--- src/hw/hsc_pkg.sv ---
// How it works
// Boot firmware programs the slot capability fields of each live-insertion port in step order.
// Bit 8 of the link capability word at config offset 0x5a reports a link wired to a slot.
// Bit 0 of the slot capability word at config offset 0x6c reports a chassis button.
// Bit 1 of the slot capability word reports a slot power switch.
// Bit 3 of the slot capability word reports a chassis alert lamp.
// Bit 4 of the slot capability word reports a chassis power lamp.
// Bit 6 of the slot capability word reports that the slot supports live insertion.
// Bit 17 of the slot capability word reports a slot latch.
// While bit 18 of the slot capability word is clear, command completion notifies software.
// Bits 31 to 19 of the slot capability word hold the physical slot number.
// Firmware sets bit 4 of indirect port control register 0x10 to turn on power fault handling.
// Capability bits hold what firmware wrote until reset and read back unchanged.
package hsc_pkg;

    // ========================================
    // Access widths
    localparam int CFG_ADDR_W = 12;
    localparam int IND_ADDR_W = 8;

    // ========================================
    // Configuration space offsets and the indirect port control index
    localparam logic [CFG_ADDR_W-1:0] CFG_LINK_CAP_OFS = 12'h05a;
    localparam logic [CFG_ADDR_W-1:0] CFG_LINK_CAP_DW = CFG_LINK_CAP_OFS & 12'hffc;
    localparam int LINK_CAP_LANE = 2;
    localparam logic [CFG_ADDR_W-1:0] CFG_SLOT_CAP_OFS = 12'h06c;
    localparam logic [IND_ADDR_W-1:0] IND_PORT_CNTL_IDX = 8'h10;

    // ========================================
    // Field positions
    localparam int LINK_SLOT_IMPL_BIT = 8;
    localparam int SLOT_BUTTON_BIT = 0;
    localparam int SLOT_POWER_SWITCH_BIT = 1;
    localparam int SLOT_ALERT_LAMP_BIT = 3;
    localparam int SLOT_POWER_LAMP_BIT = 4;
    localparam int SLOT_LIVE_INSERT_BIT = 6;
    localparam int SLOT_LATCH_BIT = 17;
    localparam int SLOT_NO_CMD_DONE_BIT = 18;
    localparam int SLOT_NUM_LSB = 19;
    localparam int SLOT_NUM_W = 13;
    localparam int PORT_PWR_FAULT_BIT = 4;

    // ========================================
    // Reset values
    localparam logic [15:0] LINK_CAP_RESET = 16'h0000;
    localparam logic [31:0] SLOT_CAP_RESET = 32'h0000_0000;
    localparam logic [31:0] PORT_CNTL_RESET = 32'h0000_0000;

    // ========================================
    // Request carriers
    typedef struct packed {
        logic wr;
        logic rd;
        logic [CFG_ADDR_W-1:0] addr;
        logic [3:0] byteEn;
        logic [31:0] wdata;
    } hsc_cfg_req_s;

    typedef struct packed {
        logic wr;
        logic rd;
        logic [IND_ADDR_W-1:0] index;
        logic [31:0] wdata;
    } hsc_ind_req_s;

endpackage

--- src/hw/hsc_be_reg.sv ---
`timescale 1ns/1ps
`default_nettype none
module hsc_be_reg #(
    parameter int WIDTH = 32,
    parameter logic [WIDTH-1:0] RESET = '0
) (
    input wire logic clk,
    input wire logic rstN,
    input wire logic [WIDTH/8-1:0] byteEn,
    input wire logic [WIDTH-1:0] wdata,
    output logic [WIDTH-1:0] q
);
    localparam int LANES = WIDTH / 8;

    logic [7:0] lane_r [LANES];

    // ========================================
    // One flop group per byte lane
    genvar i;
    generate
        for (i = 0; i < LANES; i++)
        begin : g_lane
            always_ff @(posedge clk or negedge rstN)
            begin
                if (!rstN)
                    lane_r[i] <= RESET[8*i +: 8];
                else if (byteEn[i])
                    lane_r[i] <= wdata[8*i +: 8];
            end
            assign q[8*i +: 8] = lane_r[i];
        end
    endgenerate
endmodule
`default_nettype wire

--- src/hw/hsc_slot_caps.sv ---
`timescale 1ns/1ps
`default_nettype none
module hsc_slot_caps (
    input wire logic core_clk,
    input wire logic resetn,
    input wire hsc_pkg::hsc_cfg_req_s cfgReq,
    output logic [31:0] cfgRdata,
    output logic cfgRdValid,
    input wire hsc_pkg::hsc_ind_req_s indReq,
    output logic [31:0] indRdata,
    output logic indRdValid,
    input wire logic hpCmdDone,
    output logic cmdDoneNotify,
    output logic slotImplemented,
    output logic chassisButtonFitted,
    output logic slotPowerSwitchFitted,
    output logic chassisAlertLampFitted,
    output logic chassisPowerLampFitted,
    output logic slotSupportsLiveInsertion,
    output logic slotLatchFitted,
    output logic cmdDoneNotifyOn,
    output logic [hsc_pkg::SLOT_NUM_W-1:0] physicalSlotNum,
    output logic powerFaultHandlingOn
);
    // ========================================
    // Reset release
    logic rstMeta_r;
    logic rstSyncN;

    always_ff @(posedge core_clk or negedge resetn)
    begin
        if (!resetn)
        begin
            rstMeta_r <= 1'b0;
            rstSyncN <= 1'b0;
        end
        else
        begin
            rstMeta_r <= 1'b1;
            rstSyncN <= rstMeta_r;
        end
    end

    // ========================================
    // Address decode
    logic hitLink;
    logic hitSlot;
    logic hitPort;
    logic [1:0] linkBe;
    logic [3:0] slotBe;
    logic [3:0] portBe;
    logic [15:0] linkCap;
    logic [31:0] slotCap;
    logic [31:0] portCntl;

    assign hitLink = cfgReq.addr[hsc_pkg::CFG_ADDR_W-1:2] ==
                     hsc_pkg::CFG_LINK_CAP_DW[hsc_pkg::CFG_ADDR_W-1:2];
    assign hitSlot = cfgReq.addr[hsc_pkg::CFG_ADDR_W-1:2] ==
                     hsc_pkg::CFG_SLOT_CAP_OFS[hsc_pkg::CFG_ADDR_W-1:2];
    assign hitPort = indReq.index == hsc_pkg::IND_PORT_CNTL_IDX;

    // The link word shares its dword with registers outside this block
    assign linkBe = cfgReq.byteEn[hsc_pkg::LINK_CAP_LANE +: 2] & {2{cfgReq.wr & hitLink}};
    assign slotBe = cfgReq.byteEn & {4{cfgReq.wr & hitSlot}};
    // Indirect space writes whole words only
    assign portBe = {4{indReq.wr & hitPort}};

    // ========================================
    // Storage
    hsc_be_reg #(.WIDTH(16), .RESET(hsc_pkg::LINK_CAP_RESET)) u_link (
        .clk(core_clk),
        .rstN(rstSyncN),
        .byteEn(linkBe),
        .wdata(cfgReq.wdata[8*hsc_pkg::LINK_CAP_LANE +: 16]),
        .q(linkCap)
    );

    hsc_be_reg #(.WIDTH(32), .RESET(hsc_pkg::SLOT_CAP_RESET)) u_slot (
        .clk(core_clk),
        .rstN(rstSyncN),
        .byteEn(slotBe),
        .wdata(cfgReq.wdata),
        .q(slotCap)
    );

    hsc_be_reg #(.WIDTH(32), .RESET(hsc_pkg::PORT_CNTL_RESET)) u_port (
        .clk(core_clk),
        .rstN(rstSyncN),
        .byteEn(portBe),
        .wdata(indReq.wdata),
        .q(portCntl)
    );

    // ========================================
    // Capability outputs; all but the notification enable below come straight off the storage flops
    assign slotImplemented = linkCap[hsc_pkg::LINK_SLOT_IMPL_BIT];
    assign chassisButtonFitted = slotCap[hsc_pkg::SLOT_BUTTON_BIT];
    assign slotPowerSwitchFitted = slotCap[hsc_pkg::SLOT_POWER_SWITCH_BIT];
    assign chassisAlertLampFitted = slotCap[hsc_pkg::SLOT_ALERT_LAMP_BIT];
    assign chassisPowerLampFitted = slotCap[hsc_pkg::SLOT_POWER_LAMP_BIT];
    assign slotSupportsLiveInsertion = slotCap[hsc_pkg::SLOT_LIVE_INSERT_BIT];
    assign slotLatchFitted = slotCap[hsc_pkg::SLOT_LATCH_BIT];
    assign physicalSlotNum = slotCap[hsc_pkg::SLOT_NUM_LSB +: hsc_pkg::SLOT_NUM_W];
    assign powerFaultHandlingOn = portCntl[hsc_pkg::PORT_PWR_FAULT_BIT];

    // Reset leaves bit 18 clear, so notification is on until firmware opts out
    logic cmdDoneNotifyOn_r;
    always_ff @(posedge core_clk or negedge rstSyncN)
    begin
        if (!rstSyncN)
            cmdDoneNotifyOn_r <= 1'b1;
        else
            cmdDoneNotifyOn_r <= ~slotCap[hsc_pkg::SLOT_NO_CMD_DONE_BIT];
    end
    assign cmdDoneNotifyOn = cmdDoneNotifyOn_r;

    // ========================================
    // Command completion event
    logic cmdDoneNotify_r;
    always_ff @(posedge core_clk or negedge rstSyncN)
    begin
        if (!rstSyncN)
            cmdDoneNotify_r <= 1'b0;
        else
            cmdDoneNotify_r <= hpCmdDone & ~slotCap[hsc_pkg::SLOT_NO_CMD_DONE_BIT];
    end
    assign cmdDoneNotify = cmdDoneNotify_r;

    // ========================================
    // Read back
    logic [31:0] cfgRdNxt;
    logic [31:0] cfgRdata_r;
    logic cfgRdValid_r;
    logic [31:0] indRdata_r;
    logic indRdValid_r;

    always_comb
    begin
        cfgRdNxt = 32'h0000_0000;
        if (hitLink)
            cfgRdNxt[8*hsc_pkg::LINK_CAP_LANE +: 16] = linkCap;
        else if (hitSlot)
            cfgRdNxt = slotCap;
    end

    always_ff @(posedge core_clk or negedge rstSyncN)
    begin
        if (!rstSyncN)
        begin
            cfgRdata_r <= 32'h0000_0000;
            cfgRdValid_r <= 1'b0;
        end
        else
        begin
            cfgRdValid_r <= cfgReq.rd;
            if (cfgReq.rd)
                cfgRdata_r <= cfgRdNxt;
        end
    end

    always_ff @(posedge core_clk or negedge rstSyncN)
    begin
        if (!rstSyncN)
        begin
            indRdata_r <= 32'h0000_0000;
            indRdValid_r <= 1'b0;
        end
        else
        begin
            indRdValid_r <= indReq.rd;
            if (indReq.rd)
                indRdata_r <= hitPort ? portCntl : 32'h0000_0000;
        end
    end

    assign cfgRdata = cfgRdata_r;
    assign cfgRdValid = cfgRdValid_r;
    assign indRdata = indRdata_r;
    assign indRdValid = indRdValid_r;

    // ========================================
    // Checks
    a_slot_impl_write: assert property (
        @(posedge core_clk) disable iff (!rstSyncN)
        (cfgReq.wr && hitLink && cfgReq.byteEn[3]) |=> slotImplemented == $past(cfgReq.wdata[24]))
        else $error("slot implemented flag did not take the written value");

    a_button_write: assert property (
        @(posedge core_clk) disable iff (!rstSyncN)
        (cfgReq.wr && hitSlot && cfgReq.byteEn[0]) |=>
            chassisButtonFitted == $past(cfgReq.wdata[0]))
        else $error("chassis button flag did not take the written value");

    a_switch_write: assert property (
        @(posedge core_clk) disable iff (!rstSyncN)
        (cfgReq.wr && hitSlot && cfgReq.byteEn[0]) |=>
            slotPowerSwitchFitted == $past(cfgReq.wdata[1]))
        else $error("power switch flag did not take the written value");

    a_lamps_write: assert property (
        @(posedge core_clk) disable iff (!rstSyncN)
        (cfgReq.wr && hitSlot && cfgReq.byteEn[0]) |=>
            {chassisPowerLampFitted, chassisAlertLampFitted} == $past(cfgReq.wdata[4:3]))
        else $error("lamp flags did not take the written value");

    a_live_insert: assert property (
        @(posedge core_clk) disable iff (!rstSyncN)
        (cfgReq.wr && hitSlot && cfgReq.byteEn[0]) |=>
            slotSupportsLiveInsertion == $past(cfgReq.wdata[6]))
        else $error("live insertion flag did not take the written value");

    a_latch_write: assert property (
        @(posedge core_clk) disable iff (!rstSyncN)
        (cfgReq.wr && hitSlot && cfgReq.byteEn[2]) |=> slotLatchFitted == $past(cfgReq.wdata[17]))
        else $error("latch flag did not take the written value");

    a_cmd_done_notify: assert property (
        @(posedge core_clk) disable iff (!rstSyncN)
        (hpCmdDone && !slotCap[18]) |=> cmdDoneNotify)
        else $error("completion not notified while notification is on");

    a_cmd_done_quiet: assert property (
        @(posedge core_clk) disable iff (!rstSyncN)
        (slotCap[18] && $stable(slotCap)) |=> !cmdDoneNotify && !cmdDoneNotifyOn)
        else $error("notification seen while it is switched off");

    a_slot_number: assert property (
        @(posedge core_clk) disable iff (!rstSyncN)
        (cfgReq.wr && hitSlot && (&cfgReq.byteEn[3:2])) |=>
            physicalSlotNum == $past(cfgReq.wdata[31:19]))
        else $error("slot number did not take the written value");

    a_power_fault: assert property (
        @(posedge core_clk) disable iff (!rstSyncN)
        (indReq.wr && hitPort) |=> powerFaultHandlingOn == $past(indReq.wdata[4]))
        else $error("power fault enable did not take the written value");

    a_caps_hold: assert property (
        @(posedge core_clk) disable iff (!rstSyncN)
        !(cfgReq.wr && hitSlot) |=> slotCap == $past(slotCap))
        else $error("slot capability changed without a write");

    a_slot_readback: assert property (
        @(posedge core_clk) disable iff (!rstSyncN)
        (cfgReq.rd && hitSlot) |=> cfgRdValid && cfgRdata == $past(slotCap))
        else $error("slot capability read back differs from stored value");
endmodule
`default_nettype wire

--- config.mk ---
export PLATFORM = sky130hd
export DESIGN_NAME = hsc_slot_caps
export DESIGN_NICKNAME = d
export VERILOG_FILES = /design/src/hw/hsc_pkg.sv /design/src/hw/hsc_be_reg.sv /design/src/hw/hsc_slot_caps.sv
export SDC_FILE = /design/constraint.sdc
export NUM_CORES = 1
export LEC_CHECK = 0
export BUFFER_PORTS_ARGS = -buffer_cell sky130_fd_sc_hd__buf_2
export CORE_MARGIN = 3
export CORE_UTILIZATION = 40
export DETAILED_ROUTE_END_ITERATION = 10
export PLACE_DENSITY_LB_ADDON = 0.3
export SLEW_MARGIN = 0
export SYNTH_ARGS = -nofsm -noshare
export SYNTH_HDL_FRONTEND = slang
export SYNTH_SLANG_ARGS = --single-unit
--- constraint.sdc ---
create_clock -name core_clk -period 10.5 [get_ports core_clk]
set_clock_uncertainty 0.2 [all_clocks]
set_input_delay 2.1 -clock core_clk [delete_from_list [all_inputs] [get_ports core_clk]]
set_output_delay 2.1 -clock core_clk [all_outputs]
set_load 0.005 [all_outputs]
# --- Word-level counts from Yosys, hierarchy flattened ---
# Index checks and enable logic that the tools add are counted.
totals:
  ff_bits: 150
  input_bits: 95
  output_inout_bits: 89
  wordCells: 32
op_classes:
  n_eq_ne: 3
  muxes: 4
  bitwise_logic: 7
ops:
  columns: ["op", "count"]
  rows:
  - ["32-bit 2-to-1 mux", 2]
  - ["16-bit 2-to-1 mux", 2]
  - ["10-bit by 5-bit equality test with 1-bit output, second input constant", 2]
  - ["8-bit by 5-bit equality test with 1-bit output, second input constant", 1]
  - ["1-bit bitwise AND", 4]
  - ["4-bit bitwise AND", 1]
  - ["2-bit bitwise AND", 1]
  - ["1-bit NOT", 1]

# --- Depth between registers and ports, before layout ---
# Gate-level depths: netlist of the first run.
depth:
  word_depth: 3
  ltp_mapped: 6

# --- Hierarchy ---
# A second synthesis of the first run with hierarchy kept.
hier_totals:
  cells_unflattened: 475
  area_unflattened_um2: 6413.7
by_module_without_submodules:
  columns: ["module", "n_inst", "cells_each", "area_per_inst_um2", "seq_area_each_um2"]
  rows:
  - ["hsc_slot_caps", 1, 305, 3098.0, 1752.9]
  - ["hsc_be_reg at u_port ...", 2, 68, 1326.3, 800.8]
  - ["hsc_be_reg at u_link", 1, 34, 663.1, 400.4]

# --- Worst setup path before layout of the first run ---
# Ideal clock, no wire load.
synth_path:
  path_kind: "input-to-reg"
  start: "input port cfgReq[43] in the netlist's numbering"
  end: "register u_slot.lane_r (netlist bit u_slot.q[0])"
  setup_ps: 125
  arrival_ps: 3645
  slack_ps: 6531
  path_stages: 4
  n_path_buf: 1
  cell_sequence: "or4b_1 -> buf_6 -> nor4_4 -> mux2_2"
synth_via:
  elab_chain_len: 3
synth_lines:
  columns: ["element", "line_no", "source"]
  rows:
  - ["start, declared", "hsc_slot_caps.sv:6", "input wire hsc_pkg::hsc_cfg_req_s cfgReq,"]
  - ["10-bit by 5-bit equality test with 1-bit output", "hsc_slot_caps.sv:58", "assign hitSlot = cfgReq.addr[hsc_pkg::CFG_ADDR_W-1:2] =="]
  - ["1-bit bitwise AND", "hsc_slot_caps.sv:64", "assign slotBe = cfgReq.byteEn & {4{cfgReq.wr & hitSlot}};"]
  - ["4-bit bitwise AND", "hsc_slot_caps.sv:64", null]
  - ["end signal, assigned by index", "hsc_be_reg.sv:26", "lane_r[i] <= RESET[8*i +: 8];"]
  - ["end signal, assigned by index", "hsc_be_reg.sv:28", "lane_r[i] <= wdata[8*i +: 8];"]
  - ["end, declared", "hsc_be_reg.sv:15", "logic [7:0] lane_r [LANES];"]
# Every way passes these cells.
# A chain may end at the register's enable or synchronous reset.

# --- Worst setup path after layout of the first run ---
layout_path:
  start: "input port cfgReq[43] in the netlist's numbering"
  end: "register u_link.lane_r (netlist bit u_link.q[9])"
layout_via:
  elab_chain_len: 3
layout_lines:
  columns: ["element", "line_no", "source"]
  rows:
  - ["10-bit by 5-bit equality test with 1-bit output", "hsc_slot_caps.sv:56", "assign hitLink = cfgReq.addr[hsc_pkg::CFG_ADDR_W-1:2] =="]
  - ["1-bit bitwise AND", "hsc_slot_caps.sv:63", "assign linkBe = cfgReq.byteEn[hsc_pkg::LINK_CAP_LANE +: 2] & {2{cfgReq.wr & hitLink}};"]
  - ["2-bit bitwise AND", "hsc_slot_caps.sv:63", null]
  - ["end signal, assigned by index", "hsc_be_reg.sv:26", null]
  - ["end signal, assigned by index", "hsc_be_reg.sv:28", null]
  - ["end, declared", "hsc_be_reg.sv:15", null]
# Every way passes these cells.

==> results.cfg, run 1 <==
[outcome]
outcome = finished clean

[detailed_routing]
routed_wl_mm = 13.5
wire_per_inst_um = 16.6
route.detailed.drc = 0
antenna_left = 0
vias = 4174
dr.pass1.iters = 4
wl_met1_mm = 6.03
route.met2.wl_mm = 6.09
drt_iter0_markers = 149
routed.top_layer = met4
wl_met3_mm = 1.17
vias_per_cell = 5.12

[setup_path]
r2r_setup_slack_ns = 8.30
crit_arrival_ns = 4.18
startpoint_type = primary input
critPathCapture = u_link.q[9]$_DFFE_PN0P_
crit_start = cfgReq[43]
r2r_start = rstSyncN$_DFF_PN0_
required_ns = 10.59
worstReg2RegEnd = indRdata[5]$_DFFE_PN0P_
reg2reg_depth = 1
critPathKind = in -> reg
worst-path-max-fanout = 8
cp-end-kind = flop

[final_layout]
final_nets = 713
syn_to_final_growth_pct = 26.4
drive_above_1_share_pct = 47.9
diodes = 0

[placement]
dp_hpwl_mm = 9.21
io_buffer_count = 181
place.gp.congestion = 0.751
place_ws_ns = 5.96

[sta]
clock.fmax_ghz = 0.245
period_minus_slack_ns = 4.08
setup_tns_ns = 0
worstMarginPinSlew_ns = 1.20
hold_viol_final = 0
rsz0062_at_grt = no
slew_headroom_pct = 19.9
fin_crit_sh_pct = 38.9
setup_violations = 0
post-route-worst-setup-slack_ns = 6.42
maxSlewViolCount = 0

[yosys]
synth_largest_area_cell = dfrtp_1
ys.flop_type = dfrtp_1
ys_top_cells_by_area = dfrtp_1 (62%), mux2_2 (15%), o2bb2ai_1 (4.7%), o22ai_1 (3.3%), nand2_1 (3.3%)
ys_seq_elements = 150
synthArstFlopShare_pct = 100
seq_area_frac_synth_pct = 62.4
synth_top_family_by_area = multiplexers
synth_compound_gate_area_share_pct = 9.98
yosys.area_share.adder_pct = 0
yosysTopAreaCellShare_pct = 62.0
synthMuxAreaShare_pct = 15.0
yosysWarnings = 0
synthesis.nets = 551
avgSynthCellArea_um2 = 13.2
synthCells = 456
synth_cell_types = 26
synth-xor-area-share_pct = 0
synth-simple-area-share_pct = 6.93
synth_edf_count = 0
syn_area_um2 = 6020

[grt]
grt_max_degree = 80
grt_usage_pct = 16.8
grt_pass1_vias = 4407
grt_pass1_wl_mm = 22.0
antenna_found_initial = 0
overflow = 0

[clock_network]
cts_tree = done
htree_levels = 4
cts_made_buffers = 17
cts_setup_buffers = 0
cts.sinks = 150
clock_latency_ns = 0.41
cts_root_buf = clkbuf_16
cts_resized = 0
clk_pin_slew_worst_paths_ns = 0.06
cts-hold-fix-buffers = 0
clock_path_buffers = 2

[floorplanning]
rows = 44
core_um2 = 14600
initial_core_util_pct = 41.1
ioPinCount = 184
die_w_um = 129
die_h_um = 129
die_area_um2 = 16500

[hold_path]
hold_start = rstMeta_r$_DFF_PN0_
hp-class = reg -> reg

[run]
drv_cap = 0

[pwr]
p_leak_uw = 0.00387
ir_worst_vdd_v = 0.000100
p_per_area_nw_per_um2 = 170
-- per-layer routing --
metal	track usage [%]	vias up
met1	21.3	2080
met4	6.61	0
li1	-	1925
met5	0	-
met3	6.39	17
met2	26.3	152
-- synth_stat cells (2+ instances only) --
cell type	number
buf_1	3
nand2_1	53
clkbuf_1	19
or3_1	2
buf_4	13
dfrtp_1	149
nor4_4	6
o22ai_1	32
or3b_2	2
inv_1	34
buf_2	3
o2bb2ai_1	32
a22oi_1	16
mux2_2	80
-- worst max-delay path, cell delays in order --
cell    delay, ns
buf_2        0.09
or4b_1       0.81
nor4_4       0.76
mux2_2       0.41
-- placed cells by master (no fill, tap or decap), types with 2 or more instances in the layout --
cell	count
a22oi_1	16
o22ai_1	32
clkbuf_1	4
buf_4	2
nand2_1	53
inv_1	34
nor4_4	6
bufinv_16	4
clkbuf_8	4
buf_2	181
clkbuf_16	17
dfrtp_1	148
or3_1	2
mux2_2	80
o2bb2ai_1	32
or3b_2	2
-- worst min-delay path by stage --
stage | endpoint | cells past startpoint
floorplan | rstSyncN$_DFF_PN0_ | 0
global placement | rstSyncN$_DFF_PN0_ | 0
detailed placement | rstSyncN$_DFF_PN0_ | 0
CTS | rstSyncN$_DFF_PN0_ | 0
global route | rstSyncN$_DFF_PN0_ | 0
finish | rstSyncN$_DFF_PN0_ | 0
-- flip-flops by register name, indices dropped and copies added, names as in the netlist --
signal and count:
u_link.q 16, cmdDoneNotifyOn 1, u_slot.q 32, cfgRdata 32
rstSyncN 1, u_port.q 32, indRdValid 1, cfgRdValid 1
cmdDoneNotify 1, rstMeta_r 1, indRdata 32
-- where the power goes --
part	leakage (µW)	switching (µW)	total, µW	internal [µW]
Combinational	0.00149	27.3	48.4	21.1
Sequential	0.00207	9.01	596	587
Clock	0.000308	222	646	424
Total	0.00387	259	1290	1030
-- stage by stage --
step	cells	cell area [µm²]	util (%)	hold slack, ns	total power (µW)
3_5_place_dp	783	6960	47.6	0.148	656
3_3_place_gp	783	6960	47.6	0.138	653
4_1_cts	815	7600	51.9	0.169	1310
5_1_grt	815	7600	51.9	0.187	1340
6_report	815	7600	51.9	0.160	1290
2_1_floorplan	456	6020	-	0.131	629
-- layout make-up --
| cell class | instances | area (µm²) |
|---|---|---|
| Multi-Input combinational cell | 232 | 1930 |
| Fill cell | 1316 | 7040 |
| Timing Repair Buffer | 183 | 921 |
| Sequential cell | 150 | 3760 |
| Clock inverter | 7 | 141 |
| Tap cell | 184 | 230 |
| Inverter | 34 | 128 |
| Clock buffer | 25 | 495 |
-- cells by family after synthesis --
group,Yosys count
flip-flops,150
AO/OA/AOI/OAI,80
multiplexers,80
buffers and inverters,74
AND/OR/NAND/NOR,71
other,1
Power figures use the tool's default switching activity.
==> inputs of run 2 (changes only) <==
==> constraint.sdc (replaced) <==
create_clock -name core_clk -period 3.7 [get_ports core_clk]
set_clock_uncertainty 0.2 [all_clocks]
set_input_delay 0.74 -clock core_clk [delete_from_list [all_inputs] [get_ports core_clk]]
set_output_delay 0.74 -clock core_clk [all_outputs]
set_load 0.005 [all_outputs]
==> run 2 against run 1 <==
  * Power grew to 2.7 times the previous value
  * Utilization is 0.14 points lower
  * Sequential power rose to 2.8 times the previous value
  * Sequential share of layout area up 0.13 points
  * Die area stayed put
  * Clock power rose to 2.6 times the previous value
  * Via count shrank 1.0%
  * First-iteration DRC count grew 17%
  * Critical path type unchanged
  * Largest power group is now sequential cells
==> results.cfg, run 2 (synthesis gave the netlist of run 1 again) <==
[pwr]
switching_power_uw = 736
ir_worst_vdd_v = 0.000273
seqPwrFrac_pct = 48.3
pwr-share-comb_pct = 4.1
p_int_uw = 2760
power.total_uw = 3500
p_sw_share_pct = 21.0
p_per_area_nw_per_um2 = 461
p_leak_uw = 0.00387
power_frac_clock_pct = 47.6

[floorplanning]
core_um2 = 14600
die_w_um = 129
rows = 44
die_h_um = 129
initial_core_util_pct = 41.1
ioPinCount = 184
die_area_um2 = 16500

[grt]
grt_usage_pct = 16.6
antenna_found_initial = 0
grt_pass1_wl_mm = 21.6
grt_max_degree = 88
overflow = 0
grt_pass1_vias = 4299

[sta]
worstMarginPinSlew_ns = 1.11
period_minus_slack_ns = 2.77
setup_violations = 0
fin_crit_sh_pct = 74.7
rsz0062_at_grt = no
clock.fmax_ghz = 0.362
maxSlewViolCount = 0
hold_viol_final = 0
setup_tns_ns = 0
slew_headroom_pct = 26.2

[setup_path]
r2r_setup_slack_ns = 2.10
cp-end-kind = flop
startpoint_type = primary input
crit_start = cfgReq[43]
r2r_start = rstSyncN$_DFF_PN0_
worst-path-max-fanout = 8
required_ns = 3.79
crit_arrival_ns = 2.86
critPathKind = in -> reg

[clock_network]
clock_path_buffers = 2
clock_latency_ns = 0.41
htree_levels = 4
cts_tree = done
cts_made_buffers = 17
cts_root_buf = clkbuf_16
clk_pin_slew_worst_paths_ns = 0.06
cts.sinks = 150
cts_resized = 0

[final_layout]
num-fill-cells = 1299
design_area_um2 = 7580
syn_to_final_growth_pct = 26.0
multiInputGateArea_um2 = 1930
final_common_cell = buf_2
final_nets = 717
layout_common_cells = buf_2 (181), dfrtp_1 (148), mux2_2 (80)
register_area_um2 = 3760
drive_above_1_share_pct = 48.3
diodes = 0

[placement]
place_area_um2 = 7000
place.gp.congestion = 0.748
io_buffer_count = 181
dp_hpwl_mm = 9.12

[detailed_routing]
routed_wl_mm = 13.3
drt_iter0_markers = 175
route.detailed.drc = 0
vias = 4131
wire_per_inst_um = 16.3
antenna_left = 0
dr.pass1.iters = 5
vias_per_cell = 5.06

[hold_path]
hp-class = reg -> reg
hold_start = rstMeta_r$_DFF_PN0_

[run]
drv_cap = 0

[outcome]
outcome = finished clean
-- run 2: metrics by stage --
stage | utilization [%] | hold WS, ns | cells | setup slack, ns
after detailed placement | 47.8 | 0.151 | 786 | 0.471
final | 51.8 | 0.160 | 816 | 0.935
after floorplan | - | 0.131 | 456 | 1.01
after CTS | 51.8 | 0.164 | 816 | 0.910
after global routing | 51.8 | 0.170 | 816 | 0.875
after global placement | 47.8 | 0.136 | 786 | 0.540
-- run 2: what timing repair did --
item                      in CTS  in global routing
hold buffers                   1                  0
hold endpoints to repair       2                  0
setup buffers                  0                  0
-- run 2: critical path, stage by stage --
cell	delay [ns]
buf_2	0.09
or4b_1	0.83
nor4_4	0.77
mux2_2	0.41
-- run 2: power by group through the flow --
| stage | clock network, µW | registers, µW | logic [µW] |
|---|---|---|---|
| 6_report | 1670 | 1690 | 144 |
| 4_1_cts | 1710 | 1690 | 146 |
| 2_1_floorplan | 0 | 1730 | 58.4 |
| 3_3_place_gp | 0 | 1720 | 140 |
| 3_5_place_dp | 0 | 1720 | 145 |
| 5_1_grt | 1800 | 1690 | 160 |
-- run 2: final cells by class --
| cell class | instances | share of cell area, % |
|---|---|---|
| inverters | 34 | 1.68 |
| clock buffers | 21 | 6.21 |
| flip-flops and latches | 150 | 49.6 |
| clock inverters | 8 | 1.34 |
| repair buffers | 187 | 12.7 |
| multi-input cells | 232 | 25.4 |
| well taps | 184 | 3.04 |
-- run 2: final timing paths --
kind | end | depth (start not counted)
worst max-delay path | u_slot.q[30]$_DFFE_PN0P_ | 4
worst min-delay path | rstSyncN$_DFF_PN0_ | 0
worst max register to register | indRdata[15]$_DFFE_PN0P_ | 1
worst min register to register | rstSyncN$_DFF_PN0_ | 0
max in group asynchronous | indRdata[15]$_DFFE_PN0P_ | 1
min in group asynchronous | cfgRdata[24]$_DFFE_PN0P_ | 0
-- run 2: layer usage --
metal  GRT usage, %  vias to the layer above  share of wire (%)
met5              0                        -                  0
met2           26.8                      145                 47
met4           4.57                        0               0.75
met1           20.9                     2062                 43
met3           6.85                        7                8.8
li1               -                     1917                  -
==> inputs of run 3 (changes only) <==
--- a/config.mk
+++ b/config.mk
@@ -5,6 +5,7 @@
 export SDC_FILE = /design/constraint.sdc
 export NUM_CORES = 1
 export LEC_CHECK = 0
+export ABC_AREA = 1
 export BUFFER_PORTS_ARGS = -buffer_cell sky130_fd_sc_hd__buf_2
 export CORE_MARGIN = 3
 export CORE_UTILIZATION = 40
==> constraint.sdc (replaced) <==
create_clock -name core_clk -period 2.75 [get_ports core_clk]
set_clock_uncertainty 0.2 [all_clocks]
set_input_delay 0.55 -clock core_clk [delete_from_list [all_inputs] [get_ports core_clk]]
set_output_delay 0.55 -clock core_clk [all_outputs]
set_load 0.005 [all_outputs]
==> run 3 against run 2 <==
  * Synthesized area rose by 8.2%
  * Critical path depth rose by 4
  * Sequential power grew 34%
  * Cell count rose by 37%
  * Critical path type unchanged
  * Critical endpoint is now u_slot.q[13]$_DFFE_PN0P_
==> results.cfg, run 3 <==
[yosys]
synth_edf_count = 0
synthCells = 735
synthesis.nets = 830
ys.flop_type = dfrtp_1
syn_area_um2 = 6510
synth_common_cells = nand2_1 (264), dfrtp_1 (149), inv_1 (76)
yosysTopAreaCellShare_pct = 57.3
synth_cell_types = 25
ys_top_cells_by_area = dfrtp_1 (57%), nand2_1 (15%), nand4_1 (4.6%), inv_1 (4.4%), o22ai_1 (3.1%)
yosysWarnings = 0
ys_seq_elements = 150
avgSynthCellArea_um2 = 8.86
synthArstFlopShare_pct = 100
synth_largest_area_cell = dfrtp_1
seq_area_frac_synth_pct = 57.7
yosysMostFrequentCell = nand2_1

[setup_path]
cp-end-kind = flop
critPathKind = in -> reg
cp_top_family = simple AND/OR/NAND/NOR gates
crit_buf_inv = 2
cp_slowest_cell = nor2_8
required_ns = 2.90
cp_cell_sequence = buf_2, inv_1, nand2_1, nor2_8, nand3_4, nor2_8, nand3_1, nand2_1
cp.depth = 8
crit_arrival_ns = 2.10
slowest_delay_ns = 0.47
reg2reg_depth = 1
startpoint_type = primary input
worst-path-max-fanout = 32

[clock_network]
htree_levels = 4
cts_made_buffers = 17
cts_tree = done
cts_setup_buffers = 0
cts.sinks = 150
clock_path_buffers = 2
clk_pin_slew_worst_paths_ns = 0.06
clock_latency_ns = 0.41
cts_root_buf = clkbuf_16

[sta]
setup_violations = 0
worstMarginPinSlew_ns = 0.629
fin_crit_sh_pct = 71.0
maxSlewViolCount = 0
setup_tns_ns = 0
holdWs_ns = 0.133
rsz0062_at_grt = no
hold_viol_final = 0
clock.fmax_ghz = 0.512
period_minus_slack_ns = 1.95
slew_headroom_pct = 58.1

[placement]
place_area_um2 = 7510
place.gp.congestion = 0.780
dp_hpwl_mm = 10.9
io_buffer_count = 181

[outcome]
outcome = finished clean

[hold_path]
hp-class = in -> reg
hold_depth = 3

[detailed_routing]
routed.top_layer = met5
route.met2.wl_mm = 7.22
antenna_left = 0
vias_per_cell = 4.74
wl_met3_mm = 1.13
route.detailed.drc = 0
wl_met1_mm = 7.33
routed_wl_mm = 16.1
drt_iter0_markers = 307
dr.pass1.iters = 5
vias = 5311
wire_per_inst_um = 14.3

[grt]
grt_max_degree = 66
overflow = 0
grt_usage_pct = 18.4
antenna_found_initial = 2
grt_pass1_wl_mm = 26.4
grt_pass1_vias = 5098

[floorplanning]
ioPinCount = 184
initial_core_util_pct = 41.0
core_um2 = 15900
die_w_um = 134
die_h_um = 134
rows = 46
die_area_um2 = 17800

[pwr]
power.total_uw = 4760
p_per_area_nw_per_um2 = 587
p_leak_uw = 0.00442
ir_worst_vdd_v = 0.000393

[final_layout]
fin_util_pct = 51.0
layout_common_cells = nand2_1 (264), buf_2 (181), dfrtp_1 (148)
final_nets = 988
design_area_um2 = 8100
syn_to_final_growth_pct = 24.4
diodes = 0
final_common_cell = nand2_1
drive_above_1_share_pct = 27.5

[run]
drv_cap = 0
run 3: cell types whose count changed in the layout (fill, tap and decap cells not counted), sizes merged, moves of 4 or more:
| cell | delta |
|---|---|
| clkinv | -4 |
| a22oi | -16 |
| nor4 | -7 |
| o2bb2ai | -32 |
| clkinvlp | +5 |
| inv | +45 |
| nand3 | +37 |
| nand2 | +214 |
| o21ai | +48 |
| mux2 | -80 |
| buf | +9 |
| nand4 | +50 |
| nor2 | +12 |
run 3: cell type report:
class | instances | area (µm²)
fillers | 1557 | 7790
flip-flops and latches | 150 | 3760
multi-input cells | 450 | 2150
repair buffers | 196 | 1050
clock buffers | 22 | 484
inverters | 78 | 293
well taps | 216 | 270
clock inverters | 9 | 93.8
run 3: routing by layer:
metal  up-vias  GRT usage (%)
met5         -              0
met4         4           6.97
met3        27           5.51
met2       182           26.8
met1      2428           26.0
li1       2670              -
run 3: final timing paths:
check | to | slack (ns) | startpoint
setup / recovery | u_slot.q[13]$_DFFE_PN0P_ | 0.80 | cfgReq[44]
hold / removal | cmdDoneNotify$_DFF_PN0_ | 0.13 | hpCmdDone
setup reg to reg | u_slot.q[25]$_DFFE_PN0P_ | 1.52 | rstSyncN$_DFF_PN0_
hold reg to reg | cmdDoneNotify$_DFF_PN0_ | 0.14 | rstSyncN$_DFF_PN0_
max in group asynchronous | u_slot.q[25]$_DFFE_PN0P_ | 1.52 | rstSyncN$_DFF_PN0_
min in group asynchronous | cmdDoneNotify$_DFF_PN0_ | 0.14 | rstSyncN$_DFF_PN0_
run 3: kinds of logic (layout without fill, tap and decap cells):
group | after synthesis | count (layout) | share of synthesized area [%]
compound gates | 80 | 80 | 6.76
simple gates | 369 | 369 | 26.2
other cells | 1 | 1 | 0.0576
flops | 150 | 150 | 57.7
buf+inv | 135 | 305 | 9.26
run 3: worst min-delay path, cell delays in order:
cell,delay [ns]
buf_2,0.09
inv_1,0.04
nor2_1,0.03
run 3: where the power goes:
part	internal [µW]	switching, µW
clock network	1340	896
logic	90.8	159
registers	2240	28.9
total	3670	1080
run 3: what timing repair did:
action,CTS,global route
hold buffers,1,0
resized for setup,0,0
hold endpoints to repair,2,0
endpoints found under the setup margin,0,0
run 3: through the flow:
stage	instances	setup slack, ns
5_1_grt	1121	0.644
3_3_place_gp	1089	0.406
2_1_floorplan	735	0.0637
4_1_cts	1121	0.823
6_report	1121	0.797
3_5_place_dp	1089	0.388
